<file path="src/rtl/ipc_pkg.sv">
// constants and types shared by both ends of the input interface configuration link
`default_nettype none
package ipc_pkg;
  // register indices on the link; byte address on the bus is four times the index
  localparam logic [3:0]  IDX_CONF_TWO     = 4'h0;
  localparam logic [3:0]  IDX_RESIZE_START = 4'h1;
  localparam logic [3:0]  IDX_CLIP      = 4'h2;
  localparam logic [3:0]  IDX_UNDERFLOW = 4'h3;
  localparam logic [3:0]  IDX_DIVIDER   = 4'h4;
  localparam logic [3:0]  IDX_DEFECT_LIVE  = 4'h5;
  localparam logic [3:0]  IDX_DEFECT_MEM   = 4'h6;
  localparam logic [3:0]  IDX_STAT_RESIZE  = 4'h7;
  localparam logic [3:0]  IDX_STAT_START = 4'h8;
  localparam logic [3:0]  IDX_LAST      = 4'h8;
  // controller-side registers on the bus
  localparam logic [11:0] ADDR_CTRL     = 12'h040;
  localparam logic [11:0] ADDR_STATUS   = 12'h044;
  // second configuration fields
  localparam int CONF_TWO_ORIGIN_BIT = 0;
  localparam int CONF_TWO_HPOL_BIT   = 1;
  localparam int CONF_TWO_VPOL_BIT   = 2;
  localparam int CONF_TWO_TYPE_BIT   = 3;
  localparam int CONF_TWO_WQUAL_BIT  = 4;
  localparam int CONF_TWO_DARK_BIT   = 5;
  localparam logic [31:0] CONF_TWO_MASK  = 32'h0000_003f;
  localparam logic [31:0] CONF_TWO_RESET = 32'h0000_0000;
  // resize start registers: 13-bit start field and a realign strobe bit
  localparam int START_ALIGN_BIT  = 13;
  localparam logic [31:0] START_MASK   = 32'h0000_1fff;
  localparam logic [31:0] START_RESET  = 32'h0000_0000;
  // clipping value
  localparam logic [31:0] CLIP_MASK    = 32'h0000_0fff;
  localparam logic [31:0] CLIP_RESET   = 32'h0000_0fff;
  // underflow flag
  localparam int UNDERFLOW_BIT    = 0;
  // rate divider: upper byte is M-1, lower byte is N-1
  localparam logic [31:0] DIV_MASK     = 32'h0000_ffff;
  localparam logic [31:0] DIV_RESET    = 32'h0000_0000;
  // defect correction: enable bit 12, threshold 11-0
  localparam int DEFECT_ON_BIT    = 12;
  localparam logic [31:0] DEFECT_MASK  = 32'h0000_1fff;
  localparam logic [31:0] DEFECT_RESET = 32'h0000_0000;
  // statistics resize: drop bit 9, smoothing bit 8, step 6-0
  localparam int STAT_DROP_BIT    = 9;
  localparam int STAT_SMOOTH_BIT  = 8;
  localparam logic [31:0] STAT_MASK    = 32'h0000_037f;
  localparam logic [31:0] STAT_RESET   = 32'h0000_0010;
  // controller control register fields
  localparam int CTRL_ENABLE_BIT  = 0;
  localparam int CTRL_DIVSEL_BIT  = 1;
  localparam int CTRL_SRC2_BIT    = 2;
  localparam logic [31:0] CTRL_MASK    = 32'h0000_0007;
  localparam logic [31:0] CTRL_RESET   = 32'h0000_0000;
  // controller sequencer, gray coded along idle -> request -> done
  typedef enum logic [1:0] {
    ST_IDLE = 2'b00,
    ST_REQ  = 2'b01,
    ST_DONE = 2'b11
  } ipc_state_type;
endpackage
`default_nettype wire

</file>
<file path="src/rtl/ipc_link_if.sv">
// link between the configuration controller and the configuration bank
`default_nettype none
interface ipc_link_if;
  logic        req;                  // request, held until ack
  logic        we;                   // 1 write, 0 read
  logic [3:0]  idx;                  // register index
  logic [31:0] wdata;                // write data
  logic        ack;                  // one-cycle answer
  logic [31:0] rdata;                // read data, valid with ack
  logic        if_enable;            // interface enable from first configuration
  logic        rate_divider_select;  // divider in use
  logic        input_source_bit_two; // source bit of first configuration
  logic        read_underflow_flag;  // mirror of the sticky flag
  modport dev (input req, we, idx, wdata, if_enable, rate_divider_select,
               input_source_bit_two, output ack, rdata, read_underflow_flag);
  modport ctl (output req, we, idx, wdata, if_enable, rate_divider_select,
               input_source_bit_two, input ack, rdata, read_underflow_flag);
endinterface
`default_nettype wire

</file>
<file path="src/rtl/ipc_bank.sv">
// configuration bank of the image pipe input interface, device end of the link
`default_nettype none
module ipc_bank
  import ipc_pkg::*;
(
  // clock and reset
  input  wire logic        pclk,
  input  wire logic        presetn,
  // link to the controller
  ipc_link_if.dev          link,
  // sync and pixel inputs
  input  wire logic        hsync_in,
  input  wire logic        vsync_in,
  input  wire logic        data_valid,
  input  wire logic        ext_write_enable,
  input  wire logic        port_vstart,
  input  wire logic        sensor_vstart,
  input  wire logic [11:0] gained_sample,
  input  wire logic        underflow_corrupt,
  // conditioned pipe outputs
  output logic             hsync_active,
  output logic             vsync_active,
  output logic             pixel_valid,
  output logic             interface_irq,
  output logic [11:0]      clipped_sample,
  output logic             read_rate_tick,
  output logic             sync_realign,
  output logic             statistics_sync_realign,
  // configuration seen by the pipe
  output logic             input_type_select,
  output logic             dark_subtract_order,
  output logic [12:0]      resize_start_field,
  output logic [12:0]      statistics_resize_start,
  output logic             live_correction_on,
  output logic [11:0]      live_defect_limit,
  output logic             memory_correction_on,
  output logic [11:0]      memory_defect_limit,
  output logic             pixel_drop_select,
  output logic             smoothing_select,
  output logic [6:0]       resize_step
);
  logic [31:0] conf_two_reg;    // second configuration
  logic [31:0] start_reg;       // main resize start
  logic [31:0] clip_reg;        // clipping value
  logic        underflow_reg;   // sticky underflow flag
  logic [31:0] div_reg;         // rate divider
  logic [31:0] defect_live_reg; // live path correction
  logic [31:0] defect_mem_reg;  // memory path correction
  logic [31:0] stat_reg;        // statistics resize control
  logic [31:0] stat_start_reg;  // statistics resize start
  logic        ack_reg;         // link answer
  logic [31:0] rdata_reg;       // captured read data
  logic [8:0]  acc_reg;         // rate accumulator, below N + M
  logic [8:0]  acc_next;        // accumulator after this cycle
  logic [8:0]  div_m;           // M = upper byte + 1
  logic [8:0]  div_n;           // N = lower byte + 1
  logic        take;            // request accepted this cycle
  logic        wr;              // write accepted this cycle

  // read image of a register; reserved bits come back zero
  function automatic logic [31:0] read_image(input logic [3:0] i);
    unique case (i)
      IDX_CONF_TWO:     read_image = conf_two_reg & CONF_TWO_MASK;
      IDX_RESIZE_START: read_image = start_reg & START_MASK;
      IDX_CLIP:         read_image = clip_reg & CLIP_MASK;
      IDX_UNDERFLOW:    read_image = {31'h0000_0000, underflow_reg};
      IDX_DIVIDER:      read_image = div_reg & DIV_MASK;
      IDX_DEFECT_LIVE:  read_image = defect_live_reg & DEFECT_MASK;
      IDX_DEFECT_MEM:   read_image = defect_mem_reg & DEFECT_MASK;
      IDX_STAT_RESIZE:  read_image = stat_reg & STAT_MASK;
      IDX_STAT_START:   read_image = stat_start_reg & START_MASK;
      default:          read_image = 32'h0000_0000;
    endcase
  endfunction

  // a request is taken once, in the cycle before its ack
  assign take = link.req & ~ack_reg;
  assign wr   = take & link.we;

  // link answer: ack one cycle after the request is seen, data with it
  always_ff @(posedge pclk or negedge presetn) begin
    if (!presetn) begin
      ack_reg   <= 1'b0;
      rdata_reg <= 32'h0000_0000;
    end else begin
      ack_reg <= take;
      if (take) begin
        rdata_reg <= link.we ? 32'h0000_0000 : read_image(link.idx);
      end
    end
  end

  // software writes; stored bits are masked so reserved ones never stick
  always_ff @(posedge pclk or negedge presetn) begin
    if (!presetn) begin
      conf_two_reg    <= CONF_TWO_RESET;
      start_reg       <= START_RESET;
      clip_reg        <= CLIP_RESET;
      div_reg         <= DIV_RESET;
      defect_live_reg <= DEFECT_RESET;
      defect_mem_reg  <= DEFECT_RESET;
      stat_reg        <= STAT_RESET;
      stat_start_reg  <= START_RESET;
    end else if (wr) begin
      unique case (link.idx)
        IDX_CONF_TWO:     conf_two_reg    <= link.wdata & CONF_TWO_MASK;
        IDX_RESIZE_START: start_reg       <= link.wdata & START_MASK;
        IDX_CLIP:         clip_reg        <= link.wdata & CLIP_MASK;
        IDX_DIVIDER:      div_reg         <= link.wdata & DIV_MASK;
        IDX_DEFECT_LIVE:  defect_live_reg <= link.wdata & DEFECT_MASK;
        IDX_DEFECT_MEM:   defect_mem_reg  <= link.wdata & DEFECT_MASK;
        IDX_STAT_RESIZE:  stat_reg        <= link.wdata & STAT_MASK;
        IDX_STAT_START:   stat_start_reg  <= link.wdata & START_MASK;
        default:          ;
      endcase
    end
  end

  // realign strobes: the bit is a command, it is never stored
  always_ff @(posedge pclk or negedge presetn) begin
    if (!presetn) begin
      sync_realign            <= 1'b0;
      statistics_sync_realign <= 1'b0;
    end else begin
      sync_realign <= wr & (link.idx == IDX_RESIZE_START) & link.wdata[START_ALIGN_BIT];
      statistics_sync_realign <= wr & (link.idx == IDX_STAT_START)
                                 & link.wdata[START_ALIGN_BIT];
    end
  end

  // sticky underflow flag; a new event beats a clear in the same cycle
  always_ff @(posedge pclk or negedge presetn) begin
    if (!presetn) begin
      underflow_reg <= 1'b0;
    end else if (underflow_corrupt) begin
      underflow_reg <= 1'b1;
    end else if (wr && link.idx == IDX_UNDERFLOW && link.wdata[UNDERFLOW_BIT]) begin
      underflow_reg <= 1'b0;
    end
  end

  // fractional rate generator; software must keep M over N at most one half
  assign div_m = {1'b0, div_reg[15:8]} + 9'h001;
  assign div_n = {1'b0, div_reg[7:0]} + 9'h001;
  assign acc_next = acc_reg + div_m;

  always_ff @(posedge pclk or negedge presetn) begin
    if (!presetn) begin
      acc_reg        <= 9'h000;
      read_rate_tick <= 1'b0;
    end else if (!link.rate_divider_select) begin
      acc_reg        <= 9'h000;
      read_rate_tick <= 1'b1;
    end else if (acc_next >= div_n) begin
      acc_reg        <= acc_next - div_n;
      read_rate_tick <= 1'b1;
    end else begin
      acc_reg        <= acc_next;
      read_rate_tick <= 1'b0;
    end
  end

  // sync conditioning, pixel qualification and interrupt source
  always_ff @(posedge pclk or negedge presetn) begin
    if (!presetn) begin
      hsync_active  <= 1'b0;
      vsync_active  <= 1'b0;
      pixel_valid   <= 1'b0;
      interface_irq <= 1'b0;
    end else begin
      hsync_active  <= hsync_in ^ conf_two_reg[CONF_TWO_HPOL_BIT];
      vsync_active  <= vsync_in ^ conf_two_reg[CONF_TWO_VPOL_BIT];
      if (conf_two_reg[CONF_TWO_WQUAL_BIT] && link.if_enable) begin
        pixel_valid <= data_valid & ext_write_enable;
      end else begin
        pixel_valid <= data_valid;
      end
      interface_irq <= conf_two_reg[CONF_TWO_ORIGIN_BIT] ? sensor_vstart : port_vstart;
    end
  end

  // clip after gain
  always_ff @(posedge pclk or negedge presetn) begin
    if (!presetn) begin
      clipped_sample <= 12'h000;
    end else if (gained_sample > clip_reg[11:0]) begin
      clipped_sample <= clip_reg[11:0];
    end else begin
      clipped_sample <= gained_sample;
    end
  end

  // configuration outputs, registered so the pipe sees flop outputs only
  always_ff @(posedge pclk or negedge presetn) begin
    if (!presetn) begin
      input_type_select       <= 1'b0;
      dark_subtract_order     <= 1'b0;
      resize_start_field      <= 13'h0000;
      statistics_resize_start <= 13'h0000;
      live_correction_on      <= 1'b0;
      live_defect_limit       <= 12'h000;
      memory_correction_on    <= 1'b0;
      memory_defect_limit     <= 12'h000;
      pixel_drop_select       <= 1'b0;
      smoothing_select        <= 1'b0;
      resize_step             <= STAT_RESET[6:0];
    end else begin
      // a luma/chroma type is meaningless when the source bit is set
      input_type_select <= conf_two_reg[CONF_TWO_TYPE_BIT] & ~link.input_source_bit_two;
      dark_subtract_order     <= conf_two_reg[CONF_TWO_DARK_BIT];
      resize_start_field      <= start_reg[12:0];
      statistics_resize_start <= stat_start_reg[12:0];
      live_correction_on      <= defect_live_reg[DEFECT_ON_BIT];
      live_defect_limit       <= defect_live_reg[11:0];
      memory_correction_on    <= defect_mem_reg[DEFECT_ON_BIT];
      memory_defect_limit     <= defect_mem_reg[11:0];
      pixel_drop_select       <= stat_reg[STAT_DROP_BIT];
      smoothing_select        <= stat_reg[STAT_SMOOTH_BIT];
      resize_step             <= stat_reg[6:0];
    end
  end

  assign link.ack                 = ack_reg;
  assign link.rdata               = rdata_reg;
  assign link.read_underflow_flag = underflow_reg;
endmodule
`default_nettype wire

</file>
<file path="src/flat_wrapper.sv">
// flat-port wrapper written by rule: the top's interface ports become plain ports
module ipc_bank_flat import ipc_pkg::*;
  (pclk, presetn, hsync_in, vsync_in, data_valid, ext_write_enable, port_vstart, sensor_vstart, gained_sample, underflow_corrupt, hsync_active, vsync_active, pixel_valid, interface_irq, clipped_sample, read_rate_tick, sync_realign, statistics_sync_realign, input_type_select, dark_subtract_order, resize_start_field, statistics_resize_start, live_correction_on, live_defect_limit, memory_correction_on, memory_defect_limit, pixel_drop_select, smoothing_select, resize_step, link_req, link_we, link_idx, link_wdata, link_if_enable, link_rate_divider_select, link_input_source_bit_two, link_ack, link_rdata, link_read_underflow_flag);
  ipc_link_if link_i ();
  input  wire logic pclk;
  input  wire logic presetn;
  input  wire logic hsync_in;
  input  wire logic vsync_in;
  input  wire logic data_valid;
  input  wire logic ext_write_enable;
  input  wire logic port_vstart;
  input  wire logic sensor_vstart;
  input  wire logic [11:0] gained_sample;
  input  wire logic underflow_corrupt;
  output logic hsync_active;
  output logic vsync_active;
  output logic pixel_valid;
  output logic interface_irq;
  output logic [11:0] clipped_sample;
  output logic read_rate_tick;
  output logic sync_realign;
  output logic statistics_sync_realign;
  output logic input_type_select;
  output logic dark_subtract_order;
  output logic [12:0] resize_start_field;
  output logic [12:0] statistics_resize_start;
  output logic live_correction_on;
  output logic [11:0] live_defect_limit;
  output logic memory_correction_on;
  output logic [11:0] memory_defect_limit;
  output logic pixel_drop_select;
  output logic smoothing_select;
  output logic [6:0] resize_step;
  input wire logic [$bits(link_i.req)-1:0] link_req;
  input wire logic [$bits(link_i.we)-1:0] link_we;
  input wire logic [$bits(link_i.idx)-1:0] link_idx;
  input wire logic [$bits(link_i.wdata)-1:0] link_wdata;
  input wire logic [$bits(link_i.if_enable)-1:0] link_if_enable;
  input wire logic [$bits(link_i.rate_divider_select)-1:0] link_rate_divider_select;
  input wire logic [$bits(link_i.input_source_bit_two)-1:0] link_input_source_bit_two;
  output wire logic [$bits(link_i.ack)-1:0] link_ack;
  output wire logic [$bits(link_i.rdata)-1:0] link_rdata;
  output wire logic [$bits(link_i.read_underflow_flag)-1:0] link_read_underflow_flag;
  assign link_i.req = link_req;
  assign link_i.we = link_we;
  assign link_i.idx = link_idx;
  assign link_i.wdata = link_wdata;
  assign link_i.if_enable = link_if_enable;
  assign link_i.rate_divider_select = link_rate_divider_select;
  assign link_i.input_source_bit_two = link_input_source_bit_two;
  assign link_ack = link_i.ack;
  assign link_rdata = link_i.rdata;
  assign link_read_underflow_flag = link_i.read_underflow_flag;
  ipc_bank u_core (.pclk(pclk), .presetn(presetn), .link(link_i), .hsync_in(hsync_in), .vsync_in(vsync_in), .data_valid(data_valid), .ext_write_enable(ext_write_enable), .port_vstart(port_vstart), .sensor_vstart(sensor_vstart), .gained_sample(gained_sample), .underflow_corrupt(underflow_corrupt), .hsync_active(hsync_active), .vsync_active(vsync_active), .pixel_valid(pixel_valid), .interface_irq(interface_irq), .clipped_sample(clipped_sample), .read_rate_tick(read_rate_tick), .sync_realign(sync_realign), .statistics_sync_realign(statistics_sync_realign), .input_type_select(input_type_select), .dark_subtract_order(dark_subtract_order), .resize_start_field(resize_start_field), .statistics_resize_start(statistics_resize_start), .live_correction_on(live_correction_on), .live_defect_limit(live_defect_limit), .memory_correction_on(memory_correction_on), .memory_defect_limit(memory_defect_limit), .pixel_drop_select(pixel_drop_select), .smoothing_select(smoothing_select), .resize_step(resize_step));
endmodule
</file>
<file path="config.mk">
export PLATFORM = sky130hd
export DESIGN_NAME = ipc_bank_flat
export DESIGN_NICKNAME = d
export VERILOG_FILES = /design/src/rtl/ipc_pkg.sv /design/src/rtl/ipc_link_if.sv /design/src/rtl/ipc_bank.sv /design/src/flat_wrapper.sv
export SDC_FILE = /design/constraint.sdc
export NUM_CORES = 1
export LEC_CHECK = 0
export ABC_CLOCK_PERIOD_IN_PS = 5550
export BUFFER_PORTS_ARGS = -buffer_cell sky130_fd_sc_hd__buf_2
export CORE_ASPECT_RATIO = 1.5
export CORE_MARGIN = 4
export CORE_UTILIZATION = 62
export CTS_BUF_LIST = sky130_fd_sc_hd__clkbuf_4
export DETAILED_ROUTE_END_ITERATION = 12
export PLACE_DENSITY_LB_ADDON = 0.15
export SLEW_MARGIN = 20
export SYNTH_ARGS = -nofsm -noshare
export SYNTH_HDL_FRONTEND = slang
export SYNTH_SLANG_ARGS = --single-unit
</file>
<file path="constraint.sdc">
create_clock -name pclk -period 5.55 [get_ports pclk]
set_clock_uncertainty 0.05 [all_clocks]
set_input_delay 0.2775 -clock pclk [delete_from_list [all_inputs] [get_ports pclk]]
set_output_delay 0.2775 -clock pclk [all_outputs]
set_load 0.1 [all_outputs]
</file>
==> summary.md, run 1 <==
| Metric | Value |
|---|---|
| Pin count of the biggest net entering global routing | between 70 and 80 |
| Minimum clock period | between 3 and 4 ns |
| CP Max Fanout | 13 |
| Min-delay worst type | in -> reg |
| Initial Util | 0.6382 |
| Synth-to-layout area growth | 19.65% |
| CTS max path bufs | 3 |
| Max VDD drop | between 0.5 and 0.6 mV |
| Vias after detailed routing | approximately 6600 |
| FF+latch area | between 5000 and 6000 µm² |
| Gr ovfl total | 0 |
| Vias in the first global route | around 7200 |
| CTS root buf | clkbuf_4 |
| Cell count after synthesis | around 720 |
| Commonest non-fill, non-tap cell in the layout | dfrtp_1 |
| Worst-path clk slew | about 0.07 ns |
| Flop and latch count out of synthesis | between 200 and 250 |
| Number of enable flip-flop cells after synthesis | 0 |
| Post-route setup slack | 1.571 ns |
| Post-detail-place hpwl | around 16 mm |
| Pwr Density | 492.1 nW/µm² |
| Rel. slew slack | 0.2484 |
| All-layer global routing usage | 0.2836 |
| Die Span X | ~110 µm |
| Die area | approximately 17000 µm² |
| Async set or reset register ratio after synthesis | 1.000 |
| Fillers | between 900 and 1000 |
| WP data arrival | approximately 4.4 ns |
| Crit. End Element | flop |
| Antenna violations before repair | 1 |
| Synth unique cells | 64 |
| Row Count | between 50 and 60 |
| CTS Sinks | around 200 |
| Fin. Hold Viols | 0 |
| Worst setup SP type | flop |
| First DRT Iteration DRCs | around 400 |
| Fmax | around 250 MHz |
| Vias/cell | between 5 and 6 |
| Final Core Density | 0.7635 |
| Sum Neg Setup Slack | 0 ns |
| Placement Setup Slack | between 1.5 and 2 ns |
| Multi-input gate area | roughly 3600 µm² |
| Core area | 14190 µm² |
| H-tree depth | 2 |
| Drt wl/cell | 19.93 µm |
| Syn_area_per_cell | approximately 13 µm² |
| Run status | completed |
| First-pass GRT wire length | approximately 37 mm |
| Critical Path Source | u_core.div_reg[8] |
| Worst Path Required | ~6.0 ns |
| Area of the mapped netlist | 9056 µm² |
| Ports | 178 |
| CTS tree | yes |
| Synth area leaders | dfrtp_1 (53%), mux2_1 (13%), ha_1 (4.1%) |
| Max-slew violations | 0 |
| Max Cap Viol | 0 |
| DRT Wirelength | approximately 23 mm |
| Worst-Skew Late Latency | 0.59 ns |
| Die height | 156.0 µm |
| Synth warn | 0 |
| Post-CTS setup buffers | 0 |
| Measured slew at the worst slew-check pin | 1.125 ns |
| Setup Crit Path Kind | reg -> reg |
| Worst r2r src | u_core.div_reg[8] |
| Synth Flop Type | dfrtp_1 |
| Inserted Clock Buffers | between 40 and 50 |
| Setup violators final | 0 |
| Final net count | 1021 |
| DR DRC count | 0 |
| P_leak | 5.438 nW |
| Top cell type's share of synthesized area | 0.5250 |
| Fraction of layout cells with a size suffix above 1 | 0.2658 |
| RSZ-0062 raised after global routing | no |
| Routed Antenna Nets | 0 |
| Seq/Total Area, Yosys | 0.5656 |
| Period utilisation layout | 0.7170 |
| Hold_sp | link_we |
| Gp weighted congestion | between 0.8 and 0.9 |
| Most frequent cells in the layout | dfrtp_1 (190), buf_2 (144), mux2_1 (106) |
| Port buffer count | ~150 |
| Largest area contributor in the netlist | dfrtp_1 |
| Drt pass-1 iters | 6 |
[critical path: stages (launching register included)]
cell and delay [ns]:
dfrtp_1 0.35, inv_1 0.06, ha_1 0.20, fa_1 0.40, nand2b_1 0.20, a211oi_1 0.41, o22ai_1 0.17, xnor2_1 0.30
ha_1 0.34, and3_1 0.25, a311oi_4 0.76, nor4_1 0.17, a211oi_1 0.24
[report_power, final]
part	internal, mW	switching, mW	leakage (nW)
clock	0.571	0.549	0.346
combinational	0.647	1.65	2.47
sequential	1.76	0.163	2.62
total	2.97	2.36	5.44
[cells in the mapped netlist, types with 3 or more instances]
library cell	number
a211oi_1	10
a21o_1	3
a21oi_1	31
a221oi_1	8
a22o_1	8
a22oi_1	7
a31oi_1	3
and2_1	3
buf_1	3
buf_2	10
buf_4	21
clkbuf_1	6
dfrtp_1	190
dfstp_2	14
ha_1	30
inv_1	25
mux2_1	106
mux2i_1	17
mux4_2	3
nand2_1	42
nand2b_1	11
nand3_1	18
nand4_1	6
nor2_1	43
nor2b_1	9
o211ai_1	3
o21a_1	3
o21ai_0	3
o21ai_1	16
o22ai_1	9
xnor2_1	7
xor2_1	9
[timing repair]
action | 4_1_cts | 5_1_grt
hold buffers | 38 | 0
gates resized for setup | 0 | 0
hold endpoints to repair | 184 | 0
[cell families after synthesis]
family / Yosys count / synth area share
buffers and inverters: 68 / 0.03951
DFF: 204 / 0.5656
adders and majority gates: 32 / 0.04587
other: 1 / 0.0004141
xor gates and xnor gates: 16 / 0.01547
AOI/OAI and AO/OA: 117 / 0.09091
muxes: 127 / 0.1593
and+or+nand+nor: 151 / 0.08290
[metrics by stage]
stage / instance area [µm²] / hold slack, ns / instances / power, mW
2_1_floorplan: 9112 / -0.06809 / 731 / 3.791
3_3_place_gp: 9876 / 0.2621 / 1033 / 4.111
3_5_place_dp: 9876 / 0.2701 / 1033 / 4.204
4_1_cts: 10830 / 0.06333 / 1155 / 5.345
5_1_grt: 10840 / 0.08471 / 1156 / 5.614
6_report: 10840 / 0.07849 / 1156 / 5.332
[per-layer routing]
metal	routed length (µm)	GRT usage	vias to the layer above
met2	12630	0.5177	247
met4	788	0.1243	0
met1	8622	0.3314	3332
met3	1005	0.03892	56
met5	0	0	-
li1	-	-	2989
[path summary, 6_finish.rpt]
check                                    endpoint  slack [ns]  depth (start not counted)
min                         u_core.link.rdata[14]        0.08                          4
max in group asynchronous  u_core.conf_two_reg[4]        3.86                          3
max                             u_core.acc_reg[7]        1.57                         12
max reg2reg                     u_core.acc_reg[7]        1.57                         12
min reg2reg                 u_core.resize_step[4]        0.33                          0
min in group asynchronous    u_core.interface_irq        0.20                          2
[area by class of cell]
type | instances | share of cell area
antenna | 1 | 0.0002309
clock buffer | 69 | 0.04781
clock inverter | 15 | 0.005427
inverter | 27 | 0.009353
multi-input combinational | 459 | 0.3352
timing repair buffer | 189 | 0.1070
sequential | 204 | 0.4727
tap | 192 | 0.02217
Power figures use the tool's default switching activity.
==> run 2, diff against run 1 <==
--- a/config.mk
+++ b/config.mk
@@ -5,11 +5,12 @@
 export SDC_FILE = /design/constraint.sdc
 export NUM_CORES = 1
 export LEC_CHECK = 0
-export ABC_CLOCK_PERIOD_IN_PS = 5550
+export ABC_AREA = 1
+export ABC_CLOCK_PERIOD_IN_PS = 3850
 export BUFFER_PORTS_ARGS = -buffer_cell sky130_fd_sc_hd__buf_2
 export CORE_ASPECT_RATIO = 1.5
 export CORE_MARGIN = 4
-export CORE_UTILIZATION = 62
+export CORE_UTILIZATION = 57
 export CTS_BUF_LIST = sky130_fd_sc_hd__clkbuf_4
 export DETAILED_ROUTE_END_ITERATION = 12
 export PLACE_DENSITY_LB_ADDON = 0.15
==> constraint.sdc (replaced) <==
create_clock -name pclk -period 3.85 [get_ports pclk]
set_clock_uncertainty 0.05 [all_clocks]
set_input_delay 0.1925 -clock pclk [delete_from_list [all_inputs] [get_ports pclk]]
set_output_delay 0.1925 -clock pclk [all_outputs]
set_load 0.1 [all_outputs]
==> run 2 against run 1 <==
  * Global-route usage fell by 1.5 points
  * Design area is 2.4% higher
  * Critical path depth increased by 5
  * Combinational power up 28%
  * Synthesized cell count rose by 43%
  * Power increased by 40%
  * Sequential share of layout area shrank 1.1 points
  * Routed wire length rose by 4.7%
  * Worst hold slack got worse by 0.025 ns
  * Non-clock buffer count unchanged
  * Largest cell class unchanged
  * Largest power group unchanged
  * Highest routed layer unchanged
==> summary.md, run 2 <==
| Metric | Value |
|---|---|
| Port buffer count | 145 (unchanged) |
| Fin. Hold Viols | 0 (unchanged) |
| Worst-path clk slew | 0.08 ns (was 0.07 ns) |
| Gp weighted congestion | 0.8862 (was 0.8810) |
| Initial Util | 0.5871 (was 0.6382) |
| Seq/Total Area, Yosys | 0.5535 (was 0.5656) |
| Most frequent CP cell | nand2_1 |
| Top cells by count, synth | nand2_1 (332), dfrtp_1 (190), inv_1 (98) (was dfrtp_1 (190), mux2_1 (106), nor2_1 (43)) |
| Async set or reset register ratio after synthesis | 1.000 (unchanged) |
| Pin count of the biggest net entering global routing | 91 (was 78) |
| Gr ovfl total | 0 (unchanged) |
| Sum Neg Setup Slack | 0 ns (unchanged) |
| CTS root buf | clkbuf_4 (unchanged) |
| Max Cap Viol | 0 (unchanged) |
| Drt pass-1 iters | 7 (was 6) |
| Die area | 18380 µm² (was 16640 µm²) |
| Drt wl/cell | 16.31 µm (was 19.93 µm) |
| Synth Flop Type | dfrtp_1 (unchanged) |
| Die height | 164.1 µm (was 156.0 µm) |
| Worst-Skew Late Latency | 0.61 ns (was 0.59 ns) |
| Commonest non-fill, non-tap cell in the layout | nand2_1 (was dfrtp_1) |
| First-pass GRT wire length | 38.77 mm (was 36.92 mm) |
| Antenna violations before repair | 2 (was 1) |
| Synth unique cells | 36 (was 64) |
| Cell count after synthesis | 1026 (was 716) |
| CP max stage cell | nor2_1 (was a311oi_4) |
| Ports | 178 (unchanged) |
| Largest area contributor in the netlist | dfrtp_1 (unchanged) |
| CTS Sinks | 204 (unchanged) |
| Most frequent cells in the layout | nand2_1 (332), dfrtp_1 (190), buf_2 (144) (was dfrtp_1 (190), buf_2 (144), mux2_1 (106)) |
| Pwr Density | 674.3 nW/µm² (was 492.1 nW/µm²) |
| WP data arrival | 3.81 ns (was 4.43 ns) |
| RSZ-0062 raised after global routing | no (unchanged) |
| Vias in the first global route | 7720 (was 7190) |
| Tot Pwr | 7.478 mW (was 5.332 mW) |
| Max VDD drop | 0.5619 mV (was 0.5724 mV) |
| Setup violators final | 0 (unchanged) |
| Syn_area_per_cell | 9.021 µm² (was 12.65 µm²) |
| Rel. slew slack | 0.3254 (was 0.2484) |
| First DRT Iteration DRCs | 416 (was 403) |
| Synth-to-layout area growth | 19.83% (was 19.65%) |
| Core area | 15770 µm² (was 14190 µm²) |
| Fraction of layout cells with a size suffix above 1 | 0.2369 (was 0.2658) |
| CTS tree | yes (unchanged) |
| Fillers | 1287 (was 967) |
| CP Cell Sequence | inv_1, ha_1, fa_1, inv_1, nand3_1, nand3b_1, xor2_1, ha_1, nand2_1, inv_1, nand2_1, nand3_1, nand2_1, nand2_1, nor2_1, nand2_1, nand2_1 (was inv_1, ha_1, fa_1, nand2b_1, a211oi_1, o22ai_1, xnor2_1, ha_1, and3_1, a311oi_4, nor4_1, a211oi_1) |
| Area of the mapped netlist | 9255 µm² (was 9056 µm²) |
| Worst setup SP type | flop (unchanged) |
| Crit. End Element | flop (unchanged) |
| DR DRC count | 0 (unchanged) |
| Fmax | 301.6 MHz (was 251.3 MHz) |
| H-tree depth | 2 (unchanged) |
| Top cell type's share of synthesized area | 0.5137 (was 0.5250) |
| Synth area leaders | dfrtp_1 (51%), nand2_1 (13%), ha_1 (4.1%) (was dfrtp_1 (53%), mux2_1 (13%), ha_1 (4.1%)) |
| Measured slew at the worst slew-check pin | 1.010 ns (was 1.125 ns) |
| CTS max path bufs | 3 (unchanged) |
| Post-detail-place hpwl | 17.30 mm (was 16.22 mm) |
| Run status | completed (unchanged) |
| CP Max Fanout | 13 (unchanged) |
| Flop and latch count out of synthesis | 204 (unchanged) |
| All-layer global routing usage | 0.2682 (was 0.2836) |
| Minimum clock period | 3.315 ns (was 3.979 ns) |
| Final net count | 1333 (was 1021) |
| Vias after detailed routing | 7574 (was 6624) |
| Routed Antenna Nets | 0 (unchanged) |
| Die Span X | 112.0 µm (was 106.7 µm) |
| Number of enable flip-flop cells after synthesis | 0 (unchanged) |
| CP max stage delay | 0.42 ns (was 0.76 ns) |
| Row Count | 56 (was 53) |
| Setup Crit Path Kind | reg -> reg (unchanged) |
| Worst Path Required | 4.35 ns (was 6.00 ns) |
| DRT Wirelength | 24.14 mm (was 23.04 mm) |
| Period utilisation layout | 0.8611 (was 0.7170) |
| Vias/cell | 5.118 (was 5.730) |
| Synth warn | 0 (unchanged) |
| Max-slew violations | 0 (unchanged) |
| Inserted Clock Buffers | 48 (was 46) |
| P_leak | 6.147 nW (was 5.438 nW) |
| Top-count cell post-synth | nand2_1 (was dfrtp_1) |
| Min-delay worst type | in -> reg (unchanged) |
run 2: timing repair:
item	CTS	global route
buffers inserted	0	0
hold buffers	38	0
endpoints found under the hold margin	145	0
gates resized for setup	0	0
run 2: layout make-up:
class / instances / area (µm²) / area share
Sequential cell: 204 / 5122 / 0.4619
Multi-Input combinational cell: 689 / 3503 / 0.3159
Timing Repair Buffer: 189 / 1160 / 0.1046
Clock buffer: 69 / 518.0 / 0.04671
Inverter: 107 / 407.9 / 0.03678
Tap cell: 203 / 254.0 / 0.02290
Clock inverter: 17 / 120.1 / 0.01083
Antenna cell: 2 / 5.005 / 0.0004513
run 2: metrics by stage:
step                setup WS, ns    util  cell area, µm²  hold slack (ns)  std cells
CTS                       0.5415  0.7032           11090         0.003168       1478
finish                    0.5347  0.7035           11090          0.05300       1480
detailed placement        0.5589  0.6386           10070           0.2519       1354
floorplan                  1.202       -            9311          -0.1531       1041
global placement          0.6624  0.6386           10070           0.2473       1354
global route              0.2923  0.7035           11090          0.01312       1480
run 2: cells by family after synthesis:
logic type	synth area share
compound gates	0.08530
flops	0.5535
simple gates	0.2286
buf+inv	0.07408
other cells	0.0004052
fa+ha+maj	0.04488
xor+xnor	0.01325
run 2: layer usage:
metal,part of all wire,up-vias,GRT usage
li1,-,3684,-
met1,0.38,3553,0.3211
met2,0.51,259,0.4656
met3,0.062,78,0.04607
met4,0.050,0,0.1383
met5,0,-,0
run 2: path summary, 6_finish.rpt:
| check | slack (ns) | end | cells after the start | from |
|---|---|---|---|---|
| worst max register to register | 0.53 | u_core.acc_reg[5] | 17 | u_core.div_reg[8] |
| worst max-delay path | 0.53 | u_core.acc_reg[5] | 17 | u_core.div_reg[8] |
| min in group asynchronous | 0.12 | u_core.div_reg[13] | 2 | presetn |
| max in group asynchronous | 2.61 | u_core.defect_live_reg[2] | 3 | presetn |
| worst min register to register | 0.32 | u_core.resize_step[4] | 0 | u_core.stat_reg[4] |
| worst min-delay path | 0.05 | u_core.stat_reg[8] | 3 | link_wdata[8] |
run 2: worst max-delay path: cells and delay by family, from the launching register on:
kind          cells  cell delay (ns)
xor+xnor          1             0.29
fa+ha+maj         3             0.95
buf+inv           3             0.20
flops             1             0.35
simple gates     10             1.43
run 2: power by group:
part | switching [mW] | internal, mW | total [mW]
Clock | 0.838 | 0.963 | 1.80
Sequential | 0.224 | 2.52 | 2.74
Combinational | 2.26 | 0.676 | 2.93
Total | 3.32 | 4.16 | 7.48
==> run 3, diff against run 2 <==
--- a/config.mk
+++ b/config.mk
@@ -8,7 +8,7 @@
 export ABC_AREA = 1
 export ABC_CLOCK_PERIOD_IN_PS = 3850
 export BUFFER_PORTS_ARGS = -buffer_cell sky130_fd_sc_hd__buf_2
-export CORE_ASPECT_RATIO = 1.5
+export CORE_ASPECT_RATIO = 1.1
 export CORE_MARGIN = 4
 export CORE_UTILIZATION = 57
 export CTS_BUF_LIST = sky130_fd_sc_hd__clkbuf_4
==> run 3 against run 2 <==
  * Global-route usage is 0.21 points higher
  * Register-to-register slack improved by 0.27 ns
  * Fmax grew 9.0%
  * Highest routed layer unchanged
  * Setup slack better by 0.27 ns
  * Non-clock buffer count increased by 5
  * Critical path depth unchanged
  * Worst hold slack improved by 0.089 ns
  * Routed wire length is essentially flat
  * Utilization is essentially flat
  * Largest cell class unchanged
==> summary.md, run 3 (same netlist as run 2, synthesis figures left out) <==
| Metric | Value |
|---|---|
| Run status | completed (unchanged) |
| WP data arrival | 3.55 ns (was 3.81 ns) |
| R2r worst-path depth | 17 (unchanged) |
| Hold depth | 6 (was 3) |
| Initial Util | 0.5859 (was 0.5871) |
| Fmax | 328.7 MHz (was 301.6 MHz) |
| Crit. End Element | flop (unchanged) |
| Post-detail-place hpwl | 16.93 mm (was 17.30 mm) |
| Worst r2r src | u_core.div_reg[8] (unchanged) |
| Setup Crit Path Kind | reg -> reg (unchanged) |
| CTS root buf | clkbuf_4 (unchanged) |
| Pwr Density | 668.2 nW/µm² (was 674.3 nW/µm²) |
| Vias after detailed routing | 7586 (was 7574) |
| DRT Wirelength | 24.15 mm (was 24.14 mm) |
| CTS max path bufs | 3 (unchanged) |
| Die Span X | 129.5 µm (was 112.0 µm) |
| Gr ovfl total | 0 (unchanged) |
| Most frequent cells in the layout | nand2_1 (332), dfrtp_1 (190), buf_2 (144) (unchanged) |
| All-layer global routing usage | 0.2703 (was 0.2682) |
| H-tree depth | 2 (unchanged) |
| Register-to-register setup slack | 0.81 ns (was 0.53 ns) |
| Worst Path Required | 4.36 ns (was 4.35 ns) |
| Fillers | 1316 (was 1287) |
| DR DRC count | 0 (unchanged) |
| Measured slew at the worst slew-check pin | 0.8055 ns (was 1.010 ns) |
| Setup violators final | 0 (unchanged) |
| Gp weighted congestion | 0.9417 (was 0.8862) |
| Synth-to-layout area growth | 20.13% (was 19.83%) |
| Drt wl/cell | 16.29 µm (was 16.31 µm) |
| RSZ-0062 raised after global routing | no (unchanged) |
| Minimum clock period | 3.042 ns (was 3.315 ns) |
| Row Count | 48 (was 56) |
| Pin count of the biggest net entering global routing | 103 (was 91) |
| Die area | 18340 µm² (was 18380 µm²) |
| Routed Antenna Nets | 0 (unchanged) |
| Commonest non-fill, non-tap cell in the layout | nand2_1 (unchanged) |
| First DRT Iteration DRCs | 447 (was 416) |
| Hold_sp | link_idx[2] (was link_wdata[8]) |
| Fraction of layout cells with a size suffix above 1 | 0.2379 (was 0.2369) |
| Final net count | 1340 (was 1333) |
| Post-CTS setup buffers | 0 (unchanged) |
| CTS tree | yes (unchanged) |
| Min-delay worst type | in -> reg (unchanged) |
| Max-slew violations | 0 (unchanged) |
| Cts hold-fix bufs | 42 (was 38) |
| CTS Sinks | 204 (unchanged) |
| CP Max Fanout | 6 (was 13) |
| Fin. Hold Viols | 0 (unchanged) |
| Worst setup SP type | flop (unchanged) |
| Period utilisation layout | 0.7901 (was 0.8611) |
| Sum Neg Setup Slack | 0 ns (unchanged) |
| Max Cap Viol | 0 (unchanged) |
| Inserted Clock Buffers | 50 (was 48) |
| Hold EP | u_core.link.rdata[7] (was u_core.stat_reg[8]) |
| Ports | 178 (unchanged) |
| Vias in the first global route | 7490 (was 7720) |
| Worst-Skew Late Latency | 0.63 ns (was 0.61 ns) |
| Rel. slew slack | 0.4630 (was 0.3254) |
| Vias/cell | 5.119 (was 5.118) |
| Antenna violations before repair | 0 (was 2) |
| P_leak | 6.164 nW (was 6.147 nW) |
| Drt pass-1 iters | 5 (was 7) |
| Max VDD drop | 0.4412 mV (was 0.5619 mV) |
| Core area | 15800 µm² (was 15770 µm²) |
| Antenna Cells | 0 (was 2) |
| Worst-path clk slew | 0.07 ns (was 0.08 ns) |
| Post-CTS Resized | 0 (unchanged) |
| Reg-to-Reg End | u_core.acc_reg[5] (unchanged) |
| Die height | 141.6 µm (was 164.1 µm) |
| First-pass GRT wire length | 38.52 mm (was 38.77 mm) |
| Hold_ws | 0.1415 ns (was 0.05300 ns) |
| Port buffer count | 145 (unchanged) |
## run 3: report_power, final
group / internal (mW) / switching, mW / total, mW
clock: 0.880 / 0.842 / 1.72
sequential: 2.52 / 0.221 / 2.74
combinational: 0.695 / 2.27 / 2.96
total: 4.10 / 3.33 / 7.43
## run 3: worst max-delay path by stage
stage	start	to	slack, ns
6_report	u_core.div_reg[8]	u_core.acc_reg[5]	0.81
5_1_grt	u_core.div_reg[8]	u_core.acc_reg[6]	0.52
4_1_cts	u_core.div_reg[8]	u_core.acc_reg[5]	0.79
3_5_place_dp	u_core.div_reg[8]	u_core.acc_reg[5]	0.83
3_3_place_gp	u_core.div_reg[8]	u_core.acc_reg[5]	0.83
2_1_floorplan	u_core.div_reg[8]	u_core.acc_reg[5]	1.20
## run 3: worst max-delay path, stage by stage (launching register included)
cell and delay (ns):
dfrtp_1 0.35, inv_1 0.06, ha_1 0.21, fa_1 0.42
inv_1 0.09, nand3_1 0.06, nand3b_1 0.13, xor2_1 0.24
ha_1 0.32, nand2_1 0.12, inv_1 0.05, nand2_1 0.08
nand3_1 0.12, nand2_1 0.11, nand2_1 0.07, nor2_1 0.30
nand2_1 0.10, nand2_1 0.09
## run 3: routing by layer
metal  global-route usage  wire, µm  share of wire  up-vias
li1                     -         -              -     3711
met1               0.3613     10020           0.41     3575
met2               0.4558     11990           0.50      253
met3              0.05045      1590          0.066       47
met4              0.07385       555          0.023        0
met5                    0         0              0        -
## run 3: cell type report
class	instances	area, µm²	area share
clock buffers	74	555.5	0.04997
clock inverters	14	58.81	0.005289
inverters	107	407.9	0.03669
multi-input cells	689	3503	0.3151
flip-flops and latches	204	5122	0.4607
well taps	200	250.2	0.02251
repair buffers	194	1220	0.1097
## run 3: through the flow
step / instances / worst slack [ns] / total power [mW] / util / cell area (µm²)
2_1_floorplan: 1041 / 1.202 / 5.097 / - / 9311
3_3_place_gp: 1352 / 0.8317 / 5.671 / 0.6384 / 10080
3_5_place_dp: 1352 / 0.8300 / 5.705 / 0.6384 / 10080
4_1_cts: 1482 / 0.7939 / 7.478 / 0.7039 / 11120
5_1_grt: 1482 / 0.5178 / 7.882 / 0.7039 / 11120
6_report: 1482 / 0.8081 / 7.429 / 0.7039 / 11120
